<file path="src/rts_pkg.sv">
// Constants and types for the reset time-out sequencer.
// Function
// - Chip held in reset during power-up delay.
// - Delay timer ticks from internal RC divider.
// - Enable-low setting applies 72 ms delay.
// - Start counter counts 1024 oscillator cycles.
// - Start count only for crystal modes.
// - Power-on wait, then delay, then start.
// - RC mode, delay off: no hold.
// - Brown-out enable setting gates brown-out reset.
// - Brown-out holds reset, then full delay.
// - Brown-out during delay restarts the timer.
// - Master clear after delays releases immediately.
// - Status bit0 is active-low brown-out flag.
// - Software may write the brown-out flag.
// - Bit1 power-on flag, cleared on power-on.
// - Timeout and power-down flags per cause.
// - Program counter load per reset or wake.
// - Status register image per reset cause.
// - Power status two bits, per-cause values.
// - Watchdog never drives master clear; filtered.
package rts_pkg;
  localparam int CLK_PERIOD_NS = 5;
  localparam int RCOSC_TICK_NS = 1000;
  localparam int RCOSC_DIV = (RCOSC_TICK_NS + CLK_PERIOD_NS - 1) / CLK_PERIOD_NS;
  localparam int PUP_DELAY_MS = 72;
  localparam int PUP_TICKS = (PUP_DELAY_MS * 1000000 + RCOSC_TICK_NS - 1) / RCOSC_TICK_NS;
  localparam int START_CYCLES = 1024;
  localparam int FILT_NS = 20;
  localparam int FILT_CYCLES = (FILT_NS + CLK_PERIOD_NS - 1) / CLK_PERIOD_NS;

  localparam int          ADDR_W         = 8;
  localparam logic [7:0]  REG_PWR_STATUS = 8'h00;
  localparam logic [7:0]  REG_SEQ_STATUS = 8'h04;
  localparam int          BIT_BO_N       = 0;
  localparam int          BIT_POR_N      = 1;

  localparam logic [1:0]  OSC_LOWPWR = 2'h0;
  localparam logic [1:0]  OSC_CRYSTAL = 2'h1;
  localparam logic [1:0]  OSC_HISPEED = 2'h2;
  localparam logic [1:0]  OSC_RESCAP = 2'h3;

  localparam int          PC_W       = 13;
  localparam logic [12:0] PC_RESET   = 13'h0000;
  localparam logic [12:0] PC_IRQ_VEC = 13'h0004;

  // Status images: value, and mask of bits left unchanged.
  localparam logic [7:0] SV_POR = 8'h18, SK_POR = 8'h07;
  localparam logic [7:0] SV_MRUN = 8'h00, SK_MRUN = 8'h1f;
  localparam logic [7:0] SV_MSLP = 8'h10, SK_MSLP = 8'h07;
  localparam logic [7:0] SV_WRST = 8'h08, SK_WRST = 8'h07;
  localparam logic [7:0] SV_WWAKE = 8'h00, SK_WWAKE = 8'he7;
  localparam logic [7:0] SV_BO = 8'h18, SK_BO = 8'h07;
  localparam logic [7:0] SV_IWAKE = 8'h10, SK_IWAKE = 8'he7;

  typedef enum logic [7:0] {
    ST_POR   = 8'h01,
    ST_BO    = 8'h02,
    ST_PUP   = 8'h04,
    ST_OSCW  = 8'h08,
    ST_MCLEAR = 8'h10,
    ST_WDOG  = 8'h20,
    ST_RUN   = 8'h40,
    ST_SLEEP = 8'h80
  } rts_state_t;

  typedef enum logic [2:0] {
    C_POR = 3'h0, C_BO = 3'h1, C_MRUN = 3'h2, C_MSLP = 3'h3,
    C_WRST = 3'h4, C_WWAKE = 3'h5, C_IWAKE = 3'h6
  } rts_cause_t;
endpackage : rts_pkg

</file>
<file path="src/rts_top.sv">
// Reset time-out sequencer with power status register on APB.
`timescale 1ns/1ps
module rts_top #(
  parameter int PUP_TICKS_P   = rts_pkg::PUP_TICKS,
  parameter int RCOSC_DIV_P   = rts_pkg::RCOSC_DIV,
  parameter int START_CYCLES_P = rts_pkg::START_CYCLES,
  parameter int FILT_CYCLES_P = rts_pkg::FILT_CYCLES
) (
  // Clock and reset.
  input  wire logic                       CLK,
  input  wire logic                       RST,
  // APB slave.
  input  wire logic [rts_pkg::ADDR_W-1:0] PADDR,
  input  wire logic                       PSEL,
  input  wire logic                       PENABLE,
  input  wire logic                       PWRITE,
  input  wire logic [31:0]                PWDATA,
  output logic      [31:0]                PRDATA,
  output logic                            PREADY,
  output logic                            PSLVERR,
  // Asynchronous detectors and pins.
  input  wire logic                       POR_PULSE,
  input  wire logic                       BROWNOUT_DET,
  input  wire logic                       MASTER_CLEAR_N,
  input  wire logic                       OSCILLATOR_INPUT,
  // Static configuration.
  input  wire logic [1:0]                 OSC_MODE,
  input  wire logic                       POWER_UP_TIMER_ENABLE_N,
  input  wire logic                       BROWNOUT_ENABLE_CFG,
  // Core events, same clock.
  input  wire logic                       SLEEP_ENTER,
  input  wire logic                       WATCHDOG_TIMEOUT,
  input  wire logic                       WAKE_IRQ,
  input  wire logic                       GLOBAL_IRQ_ENABLE,
  input  wire logic [rts_pkg::PC_W-1:0]   CUR_PC,
  // Reset and load outputs.
  output logic                            CHIP_RESET,
  output logic                            CPU_RUN,
  output logic                            PC_LOAD,
  output logic      [rts_pkg::PC_W-1:0]   PC_VALUE,
  output logic                            STATUS_LOAD,
  output logic      [7:0]                 STATUS_VALUE,
  output logic      [7:0]                 STATUS_KEEP,
  output logic                            TIMEOUT_FLAG_N,
  output logic                            POWERDOWN_FLAG_N
);
  import rts_pkg::*;

  localparam int PUP_W   = $clog2(PUP_TICKS_P + 1);
  localparam int DIV_W   = $clog2(RCOSC_DIV_P + 1);
  localparam int START_W = $clog2(START_CYCLES_P + 1);
  localparam int FILT_W  = $clog2(FILT_CYCLES_P + 1);

  rts_state_t       state;
  rts_state_t       next_state;
  rts_cause_t       cause;
  rts_cause_t       next_cause;
  logic             por_s1, por_s2;
  logic             bo_s1, bo_s2;
  logic             mc_s1, mc_s2;
  logic             osc_s1, osc_s2, osc_s3;
  logic             master_clear_n_ok;
  logic [FILT_W-1:0] filt_cnt;
  logic [DIV_W-1:0] div_cnt;
  logic [PUP_W-1:0] pup_cnt;
  logic [START_W-1:0] start_cnt;
  logic             bo_flag_n;
  logic             por_flag_n;
  logic             next_to_n;
  logic             next_pd_n;

  // Synchronisers; the first stage feeds only the second.
  always_ff @(posedge CLK or posedge RST) begin
    if (RST) begin
      // The power-on path comes out of reset asserted, so the sequencer waits for the pin itself.
      {por_s1, por_s2, bo_s1, bo_s2} <= 4'hc;
      {mc_s1, mc_s2} <= 2'h0;
      {osc_s1, osc_s2, osc_s3} <= 3'h0;
    end else begin
      por_s1 <= POR_PULSE;
      por_s2 <= por_s1;
      bo_s1  <= BROWNOUT_DET;
      bo_s2  <= bo_s1;
      mc_s1  <= MASTER_CLEAR_N;
      mc_s2  <= mc_s1;
      osc_s1 <= OSCILLATOR_INPUT;
      osc_s2 <= osc_s1;
      osc_s3 <= osc_s2;
    end
  end

  wire bo_active = BROWNOUT_ENABLE_CFG & bo_s2;
  wire osc_rise  = osc_s2 & ~osc_s3;
  wire xtal      = (OSC_MODE != OSC_RESCAP);
  wire pup_on    = ~POWER_UP_TIMER_ENABLE_N;

  // Master clear glitch filter: the level must hold for a run of cycles.
  wire filt_diff = (mc_s2 != master_clear_n_ok);
  wire filt_done = filt_diff && (filt_cnt == FILT_W'(FILT_CYCLES_P - 1));
  always_ff @(posedge CLK or posedge RST) begin
    if (RST) begin
      filt_cnt <= '0;
      master_clear_n_ok  <= 1'b0;
    end else begin
      filt_cnt <= (filt_diff && !filt_done) ? filt_cnt + 1'b1 : '0;
      if (filt_done) begin
        master_clear_n_ok <= mc_s2;
      end
    end
  end

  // Slow tick standing in for the internal RC oscillator; it never
  // depends on the oscillator input, so a dead crystal cannot stall it.
  wire tick = (div_cnt == DIV_W'(RCOSC_DIV_P - 1));
  always_ff @(posedge CLK or posedge RST) begin
    if (RST) begin
      div_cnt <= '0;
    end else begin
      div_cnt <= tick ? '0 : div_cnt + 1'b1;
    end
  end

  wire pup_done   = tick && (pup_cnt == PUP_W'(PUP_TICKS_P - 1));
  wire start_done = osc_rise && (start_cnt == START_W'(START_CYCLES_P - 1));

  always_ff @(posedge CLK or posedge RST) begin
    if (RST) begin
      pup_cnt <= '0;
    end else if (state != ST_PUP) begin
      pup_cnt <= '0;
    end else if (tick) begin
      pup_cnt <= pup_cnt + 1'b1;
    end
  end

  always_ff @(posedge CLK or posedge RST) begin
    if (RST) begin
      start_cnt <= '0;
    end else if (state != ST_OSCW) begin
      start_cnt <= '0;
    end else if (osc_rise) begin
      start_cnt <= start_cnt + 1'b1;
    end
  end

  // Events seen from run and sleep.
  wire in_run    = (state == ST_RUN);
  wire in_sleep  = (state == ST_SLEEP);
  wire ev_mrun   = in_run && !master_clear_n_ok;
  wire ev_mslp   = in_sleep && !master_clear_n_ok;
  wire ev_wrst   = in_run && master_clear_n_ok && WATCHDOG_TIMEOUT;
  wire ev_wwake  = in_sleep && master_clear_n_ok && WATCHDOG_TIMEOUT;
  wire ev_iwake  = in_sleep && master_clear_n_ok && !WATCHDOG_TIMEOUT && WAKE_IRQ;
  wire ev_sleep  = in_run && master_clear_n_ok && !WATCHDOG_TIMEOUT && SLEEP_ENTER;
  wire ev_wake   = ev_wwake || ev_iwake;
  wire hold_free = !por_s2 && !bo_active;

  rts_state_t after_delay;
  rts_state_t after_start;
  assign after_start = master_clear_n_ok ? ST_RUN : ST_MCLEAR;
  assign after_delay = xtal ? ST_OSCW : after_start;

  always_comb begin
    next_state = state;
    if (por_s2) begin
      next_state = ST_POR;
    end else if (bo_active) begin
      next_state = ST_BO;
    end else begin
      case (state)
        ST_POR: begin
          next_state = pup_on ? ST_PUP : after_delay;
        end
        ST_BO: begin
          next_state = ST_PUP;
        end
        ST_PUP: begin
          if (pup_done) begin
            next_state = after_delay;
          end
        end
        ST_OSCW: begin
          if (start_done) begin
            next_state = after_start;
          end
        end
        ST_MCLEAR: begin
          if (master_clear_n_ok) begin
            next_state = ST_RUN;
          end
        end
        ST_WDOG: begin
          next_state = after_start;
        end
        ST_RUN: begin
          if (ev_mrun) begin
            next_state = ST_MCLEAR;
          end else if (ev_wrst) begin
            next_state = ST_WDOG;
          end else if (ev_sleep) begin
            next_state = ST_SLEEP;
          end
        end
        ST_SLEEP: begin
          if (ev_mslp) begin
            next_state = ST_MCLEAR;
          end else if (ev_wake) begin
            next_state = xtal ? ST_OSCW : ST_RUN;
          end
        end
        default: begin
          next_state = ST_POR;
        end
      endcase
    end
  end

  always_comb begin
    next_cause = cause;
    if (por_s2) begin
      next_cause = C_POR;
    end else if (bo_active) begin
      next_cause = C_BO;
    end else if (ev_mrun) begin
      next_cause = C_MRUN;
    end else if (ev_mslp) begin
      next_cause = C_MSLP;
    end else if (ev_wrst) begin
      next_cause = C_WRST;
    end else if (ev_wwake) begin
      next_cause = C_WWAKE;
    end else if (ev_iwake) begin
      next_cause = C_IWAKE;
    end
  end

  // Timeout and power-down flags follow the cause of each event.
  always_comb begin
    next_to_n = TIMEOUT_FLAG_N;
    next_pd_n = POWERDOWN_FLAG_N;
    if (por_s2 || bo_active) begin
      {next_to_n, next_pd_n} = 2'h3;
    end else if (ev_wrst) begin
      {next_to_n, next_pd_n} = 2'h1;
    end else if (ev_wwake) begin
      {next_to_n, next_pd_n} = 2'h0;
    end else if (ev_mslp || ev_iwake || ev_sleep) begin
      {next_to_n, next_pd_n} = 2'h2;
    end
  end

  function automatic logic [15:0] status_image(input rts_cause_t c);
    case (c)
      C_POR:   status_image = {SV_POR, SK_POR};
      C_BO:    status_image = {SV_BO, SK_BO};
      C_MRUN:  status_image = {SV_MRUN, SK_MRUN};
      C_MSLP:  status_image = {SV_MSLP, SK_MSLP};
      C_WRST:  status_image = {SV_WRST, SK_WRST};
      C_WWAKE: status_image = {SV_WWAKE, SK_WWAKE};
      C_IWAKE: status_image = {SV_IWAKE, SK_IWAKE};
      default: status_image = {SV_POR, SK_POR};
    endcase
  endfunction : status_image

  wire        is_wake  = (next_cause == C_WWAKE) || (next_cause == C_IWAKE);
  wire        to_vec   = (next_cause == C_IWAKE) && GLOBAL_IRQ_ENABLE;
  wire [12:0] pc_next  = CUR_PC + 13'h0001;
  wire [12:0] pc_sel   = to_vec ? PC_IRQ_VEC : (is_wake ? pc_next : PC_RESET);
  wire [15:0] st_img   = status_image(next_cause);
  wire        release_ev = (next_state == ST_RUN) && (state != ST_RUN);
  wire        next_hold = (next_state != ST_RUN) && (next_state != ST_SLEEP) &&
                          !((next_state == ST_OSCW) && is_wake);

  always_ff @(posedge CLK or posedge RST) begin
    if (RST) begin
      state            <= ST_POR;
      cause            <= C_POR;
      CHIP_RESET       <= 1'b1;
      CPU_RUN          <= 1'b0;
      PC_LOAD          <= 1'b0;
      PC_VALUE         <= PC_RESET;
      STATUS_LOAD      <= 1'b0;
      STATUS_VALUE     <= SV_POR;
      STATUS_KEEP      <= SK_POR;
      TIMEOUT_FLAG_N   <= 1'b1;
      POWERDOWN_FLAG_N <= 1'b1;
    end else begin
      state            <= next_state;
      cause            <= next_cause;
      CHIP_RESET       <= next_hold;
      CPU_RUN          <= (next_state == ST_RUN);
      PC_LOAD          <= release_ev;
      STATUS_LOAD      <= release_ev;
      TIMEOUT_FLAG_N   <= next_to_n;
      POWERDOWN_FLAG_N <= next_pd_n;
      if (release_ev) begin
        PC_VALUE     <= pc_sel;
        STATUS_VALUE <= st_img[15:8];
        STATUS_KEEP  <= st_img[7:0];
      end
    end
  end

  // APB slave: one wait state, so every access takes three cycles.
  wire acc_start = PSEL && PENABLE && !PREADY;
  wire commit    = PSEL && PENABLE && PREADY;
  wire hit_pwr   = (PADDR == REG_PWR_STATUS);
  wire hit_seq   = (PADDR == REG_SEQ_STATUS);
  wire wr_pwr    = commit && PWRITE && hit_pwr && !PSLVERR;
  wire [31:0] rd_pwr = {30'h0, por_flag_n, bo_flag_n};
  wire [31:0] rd_seq = {19'h0, cause, TIMEOUT_FLAG_N, POWERDOWN_FLAG_N, state};
  wire [31:0] rd_mux = hit_pwr ? rd_pwr : (hit_seq ? rd_seq : 32'h0);

  always_ff @(posedge CLK or posedge RST) begin
    if (RST) begin
      PREADY  <= 1'b0;
      PSLVERR <= 1'b0;
      PRDATA  <= 32'h0;
    end else begin
      PREADY  <= acc_start;
      PSLVERR <= acc_start && !(hit_pwr || hit_seq);
      PRDATA  <= (acc_start && !PWRITE) ? rd_mux : 32'h0;
    end
  end

  // Hardware events win over a software write in the same cycle.
  always_ff @(posedge CLK or posedge RST) begin
    if (RST) begin
      bo_flag_n  <= 1'b1;
      por_flag_n <= 1'b0;
    end else begin
      if (bo_active) begin
        bo_flag_n <= 1'b0;
      end else if (por_s2 && BROWNOUT_ENABLE_CFG) begin
        bo_flag_n <= 1'b1;
      end else if (wr_pwr) begin
        bo_flag_n <= PWDATA[BIT_BO_N];
      end
      if (por_s2) begin
        por_flag_n <= 1'b0;
      end else if (wr_pwr) begin
        por_flag_n <= PWDATA[BIT_POR_N];
      end
    end
  end
endmodule : rts_top

</file>
<file path="config.mk">
export PLATFORM = sky130hd
export DESIGN_NAME = rts_top
export DESIGN_NICKNAME = d
export VERILOG_FILES = /design/src/rts_pkg.sv /design/src/rts_top.sv
export SDC_FILE = /design/constraint.sdc
export NUM_CORES = 1
export LEC_CHECK = 0
export CORE_UTILIZATION = 40
export CTS_BUF_LIST = sky130_fd_sc_hd__clkbuf_2 sky130_fd_sc_hd__clkbuf_4 sky130_fd_sc_hd__clkbuf_8
export DETAILED_ROUTE_END_ITERATION = 8
export DONT_BUFFER_PORTS = 1
export PLACE_DENSITY = 0.54
export SKIP_LAST_GASP = 1
export SLEW_MARGIN = 10
export SYNTH_ARGS = -nofsm -noshare
export SYNTH_HDL_FRONTEND = slang
export SYNTH_SLANG_ARGS = --single-unit
</file>
<file path="constraint.sdc">
create_clock -name CLK -period 3.7 [get_ports CLK]
set_input_delay 0.74 -clock CLK [delete_from_list [all_inputs] [get_ports CLK]]
set_output_delay 0.74 -clock CLK [all_outputs]
set_load 0.1 [all_outputs]
</file>
# Yosys cells after proc, flatten, opt, wreduce, memory -nomap -nowiden
# Index checks and enable logic that the tools add are counted.
# W data, S select, Z words.
[classes]
eq_ne = 27
bitwise_logic = 3
n_reduce_logical = 48
mux = 47
n_addsub = 5
[ops]
columns = ["operator", "count"]
rows = [
  ["$mux W8", 11],
  ["$mux W13", 5],
  ["$pmux W13 S5", 1],
  ["$pmux W8 S8", 1],
  ["$mux W17", 2],
  ["$logic_and A1 B1 Y1", 28],
  ["$mux W7", 4],
  ["$mux W3", 8],
  ["$mux W11", 2],
  ["$add A17 B1 Y17 const B", 1],
  ["$eq A17 B17 Y1 const B", 1],
  ["$eq A8 B3 Y1 const B", 2],
  ["$eq A8 B4 Y1 const B", 2],
  ["$eq A8 B7 Y1 const B", 2],
  ["$eq A8 B8 Y1 const B", 2],
  ["$ne A8 B7 Y1 const B", 2],
  ["$add A13 B1 Y13 const B", 1],
  ["$mux W1", 13],
  ["$add A11 B1 Y11 const B", 1],
  ["$eq A11 B10 Y1 const B", 1],
  ["$eq A3 B2 Y1 const B", 3],
  ["$eq A3 B3 Y1 const B", 3],
  ["$add A8 B1 Y8 const B", 1],
  ["$eq A8 B1 Y1 const B", 1],
  ["other kinds (17)", 32],
]
[totals]
output_inout_bits = 69
in_bits = 70
reg_bits = 111

# Logic depth before layout (Yosys ltp)
[depth]
ltp_word = 16
mapped_depth = 10

# Worst setup path after synthesis
# OpenSTA, ideal clock, no wires.
[synth_path]
path_kind = "input-to-reg"
startpoint = "input WAKE_IRQ"
endpoint = "register PC_VALUE[3] (netlist bit)"
stages = 8
arrival_time_ns = 2.313
path_slack_ns = 1.314
t_required_ns = 3.626
n_path_buf = 1
cell_sequence = "nor4bb_1 nand2_1 a211oi_1 o21a_1 mux2i_1 or3_4 buf_6 o21ai_2"
[synth_via]
elab_chain_cells = 12
elab_cells_between_ends = 22
cone_classes = "3 x eq/ne; 14 x mux; 5 x reduce/logical"
[synth_rtl]
columns = ["element", "line_no", "text"]
rows = [
  ["from (decl)", "rts_top.sv:33", "input wire logic WAKE_IRQ,"],
  ["$logic_and A1 B1 Y1 *", "rts_top.sv:153", "wire ev_iwake = in_sleep && master_clear_n_ok && !WATCHDOG_TIMEOUT && WAKE_IRQ;"],
  ["$mux W3", "rts_top.sv:232", "end else if (ev_iwake) begin"],
  ["$mux W3", "rts_top.sv:230", "end else if (ev_wwake) begin"],
  ["$mux W3", "rts_top.sv:228", "end else if (ev_wrst) begin"],
  ["$mux W3", "rts_top.sv:226", "end else if (ev_mslp) begin"],
  ["$mux W3", "rts_top.sv:224", "end else if (ev_mrun) begin"],
  ["$mux W3", "rts_top.sv:222", "end else if (bo_active) begin"],
  ["$mux W3", "rts_top.sv:220", "if (por_s2) begin"],
  ["$eq A3 B3 Y1 (on tied branches)", "rts_top.sv:265, rts_top.sv:266", ""],
  ["$logic_or A1 B1 Y1", "rts_top.sv:265", "wire is_wake = (next_cause == C_WWAKE) || (next_cause == C_IWAKE);"],
  ["$mux W13 (2 in a row)", "rts_top.sv:268", "wire [12:0] pc_sel = to_vec ? PC_IRQ_VEC : (is_wake ? pc_next : PC_RESET);"],
  ["to (signal assigned)", "rts_top.sv:297", "PC_VALUE <= pc_sel;"],
  ["to (decl)", "rts_top.sv:40", "output logic [rts_pkg::PC_W-1:0] PC_VALUE,"],
]
# Every way passes the cells marked *; elsewhere a longest branch is shown, timed or not.
# A chain may end at the register's enable or synchronous reset.

# Worst setup path in the final report
[layout_path]
startpoint = "register state[7]"
endpoint = "register PC_VALUE[10] (netlist bit)"
[layout_via]
elab_chain_cells = 15
elab_cells_between_ends = 46
cone_classes = "12 x eq/ne; 20 x mux; 14 x reduce/logical"
[layout_rtl]
columns = ["element", "line_no", "text"]
rows = [
  ["from (decl)", "rts_top.sv:54", "rts_state_t state;"],
  ["from (signal assigned)", "rts_top.sv:288", "state <= next_state;"],
  ["$eq A8 B8 Y1", "rts_top.sv:148, rts_top.sv:170", ""],
  ["$logic_and A1 B1 Y1", "rts_top.sv:152, rts_top.sv:153", ""],
  ["$logic_and A1 B1 Y1 (2 in a row)", "rts_top.sv:153", ""],
  ["$mux W3", "rts_top.sv:232", ""],
  ["$mux W3", "rts_top.sv:230", ""],
  ["$mux W3", "rts_top.sv:228", ""],
  ["$mux W3", "rts_top.sv:226", ""],
  ["$mux W3", "rts_top.sv:224", ""],
  ["$mux W3", "rts_top.sv:222", ""],
  ["$mux W3", "rts_top.sv:220", ""],
  ["$eq A3 B3 Y1 (on tied branches)", "rts_top.sv:265, rts_top.sv:266", ""],
  ["$logic_or A1 B1 Y1", "rts_top.sv:265", ""],
  ["$mux W13 (2 in a row)", "rts_top.sv:268", ""],
]
# Several ways; a longest one is shown, not always the timed one.

==> reports/results.ini <==
[sta]
hold_viol = 0
drv_slew = 0
max_slew_margin_pct = 36.4
max_slew.worst_pin.slew_ps = 953
skew_ps = 11.4
period_needed_ps = 3000
setup-violations-final = 0
fin_tns_setup_ps = 0
rsz0062_at_grt = no
fin_crit_sh_pct = 81.1
fmax_mhz = 333

[synthesis]
yosysSeqAreaShare_pct = 50.1
avgSynthCellArea_um2 = 10.0
synthCells = 495
async_flop_share_pct = 100
ys.flop_type = dfrtp_1
yosys.area.top_type = dfrtp_1
synth_area_um2 = 4960
ys_top_cells_by_area = dfrtp_1 45%, xor2_1 5.3%, buf_4 5.0%, dfstp_2 4.8%, nor2_1 4.7%
yosysWarnings = 0
ys_types = 59
synth_top_area_share_pct = 45.4
synth_seq_cells = 99
synth_edf_count = 0

[floorplanning]
core_um2 = 12100
initial_core_util_pct = 41.2
die_w_um = 113
die-area_um2 = 12900
ioPinCount = 139
num_rows = 40
die_y_um = 113

[finish]
syn2layout_area_growth_pct = 5.27
fill_cells = 1189
utilization_pct = 43.3
fin_area_um2 = 5230
final_cells = 665
final_cell_mix = 87 x dfrtp_1, 62 x nor2_1, 39 x nand2_1
nNetsFinal = 567
final_common_cell = dfrtp_1
drive_above_1_share_pct = 11.3

[cts]
htreeDepth = 3
cts_tree = built
cts-hold-fix-buffers = 0
post_cts_buffers = 0
numCtsBuffers = 9
path_clk_slew_ps = 90
cts_resized = 0
clk_latency_ps = 380
clockBufferDepth = 2
cts_root_buf = clkbuf_8
cts_sinks = 99

[power]
vdd_drop_max_uv = 450
cellPowerDensity_nw_per_um2 = 445
total_leakage_power_nw = 2.24
power.total_mw = 2.32

[worst_setup_path]
crit_type = register to register
rr_worst_depth = 8
critPathMaxFanout = 24
startpoint_type = register
worstPathRequired_ps = 4000
r2r_end = PC_VALUE[10]$_DFFE_PP0P_
r2r_slack_ps = 700
timing.rr.start = state[7]$_DFF_PP0_
arrival_ps = 3300
end_kind = register

[worst_hold_path]
hold_path_class = primary input to register
holdPathEnd = por_s1$_DFF_PP1_
min-delay-start = POR_PULSE
hold_depth = 0

[drt]
dr.pass1.iters = 4
drt-initial-drc-count = 143
final_antenna_net_count = 0
viasPerCell = 5.02
wl_mm = 9.68
vias = 3340
drc = 0
drt-wirelength-per-cell_um = 14.6

[global_route]
grt_max_degree = 78
antenna_found_initial = 1
grt_usage_pct = 16.4
grt_first_pass_wirelength_mm = 16.2
grt_pass1_vias = 3175
grt-ovfl-total = 0

[place]
dp_hpwl_mm = 6.90
numPortBuffers = 0
place_congestion = 0.780
placed_area_um2 = 5010
placed_cells = 648

[run]
maxCapViolations = 0

[status]
status = completed

-- synth_stat cells, types with 4 or more instances --
| cell type | number |
|---|---|
| mux2i_1 | 6 |
| o21ai_2 | 12 |
| nor2b_1 | 4 |
| nand4_1 | 7 |
| buf_4 | 33 |
| and3_1 | 11 |
| o21ai_0 | 19 |
| xor2_1 | 30 |
| nor3_1 | 14 |
| inv_1 | 15 |
| ha_1 | 6 |
| nand3_1 | 20 |
| dfrtp_1 | 90 |
| clkbuf_1 | 8 |
| nand4b_1 | 4 |
| nor2_1 | 62 |
| a21oi_1 | 11 |
| nand2_1 | 39 |
| nand2b_1 | 6 |
| and2_1 | 12 |
| xnor2_1 | 17 |
| dfstp_2 | 9 |
-- worst max-delay path, stage by stage, from the launching register on --
cell	delay (ps)
dfrtp_1	560
nor4_2	500
nand4b_1	170
buf_4	220
o31a_1	290
o21ai_2	90
o21ai_2	300
or3_4	600
o21ai_0	180
-- final cells by class --
class	instances	area [µm²]	area share, %
sequential	99	2490	47.7
multi-input combinational	361	2210	42.3
tap	168	210	4.02
clock buffer	9	124	2.37
clock inverter	7	92.6	1.77
inverter	15	58.8	1.13
timing repair buffer	5	37.5	0.718
antenna	1	2.50	0.0479
-- layer usage --
metal | global-route usage [%] | up-vias | wire, µm | share of wire, %
li1 | - | 1626 | - | -
met1 | 22.0 | 1616 | 4460 | 46
met2 | 24.9 | 87 | 4540 | 47
met3 | 4.41 | 11 | 554 | 5.7
met4 | 7.72 | 0 | 127 | 1.3
met5 | 0 | - | 0 | 0
-- stage by stage --
stage / worst slack, ps / hold WS [ps]
2_1_floorplan: 384 / 331
3_3_place_gp: 690 / 337
3_5_place_dp: 671 / 342
4_1_cts: 662 / 328
5_1_grt: 411 / 316
6_report: 700 / 352
-- power breakdown --
part	switching, mW	internal (mW)
clock	0.380	0.378
sequential	0.123	1.13
combinational	0.242	0.0716
-- worst max-delay path by stage --
stage / slack, ps / endpoint / start / cells past startpoint
after detailed placement: 670 / PC_VALUE[11]$_DFFE_PP0P_ / state[7]$_DFF_PP0_ / 8
after CTS: 660 / PC_VALUE[10]$_DFFE_PP0P_ / state[7]$_DFF_PP0_ / 8
after global routing: 410 / PC_VALUE[11]$_DFFE_PP0P_ / state[7]$_DFF_PP0_ / 8
after global placement: 690 / PC_VALUE[10]$_DFFE_PP0P_ / state[7]$_DFF_PP0_ / 8
after floorplan: 380 / CPU_RUN$_DFF_PP0_ / RST / 1
final: 700 / PC_VALUE[10]$_DFFE_PP0P_ / state[7]$_DFF_PP0_ / 8
-- state kept, by name, summed over array words and instances, names as in the netlist, 2 cells and up --
signal / count
pup_cnt: 17
PC_VALUE: 13
PRDATA: 13
start_cnt: 11
div_cnt: 8
state: 8
cause: 3
filt_cnt: 3
STATUS_KEEP: 2
STATUS_VALUE: 2
-- cells by family (layout without fill, tap and decap cells) --
kind of cell             Yosys count  count (layout)  synth area share (%)
AND/OR/NAND/NOR                  205             205                  21.5
adder cells (fa/ha/maj)            6               6                  1.51
XOR/XNOR                          47              47                  8.29
flip-flops                        99              99                  50.1
multiplexers                       9               9                  1.89
AO/OA/AOI/OAI                     66              66                  9.12
buffers and inverters             61              36                  7.36
other                              2              29                 0.151
No activity file was read; power rests on OpenSTA's default activity.
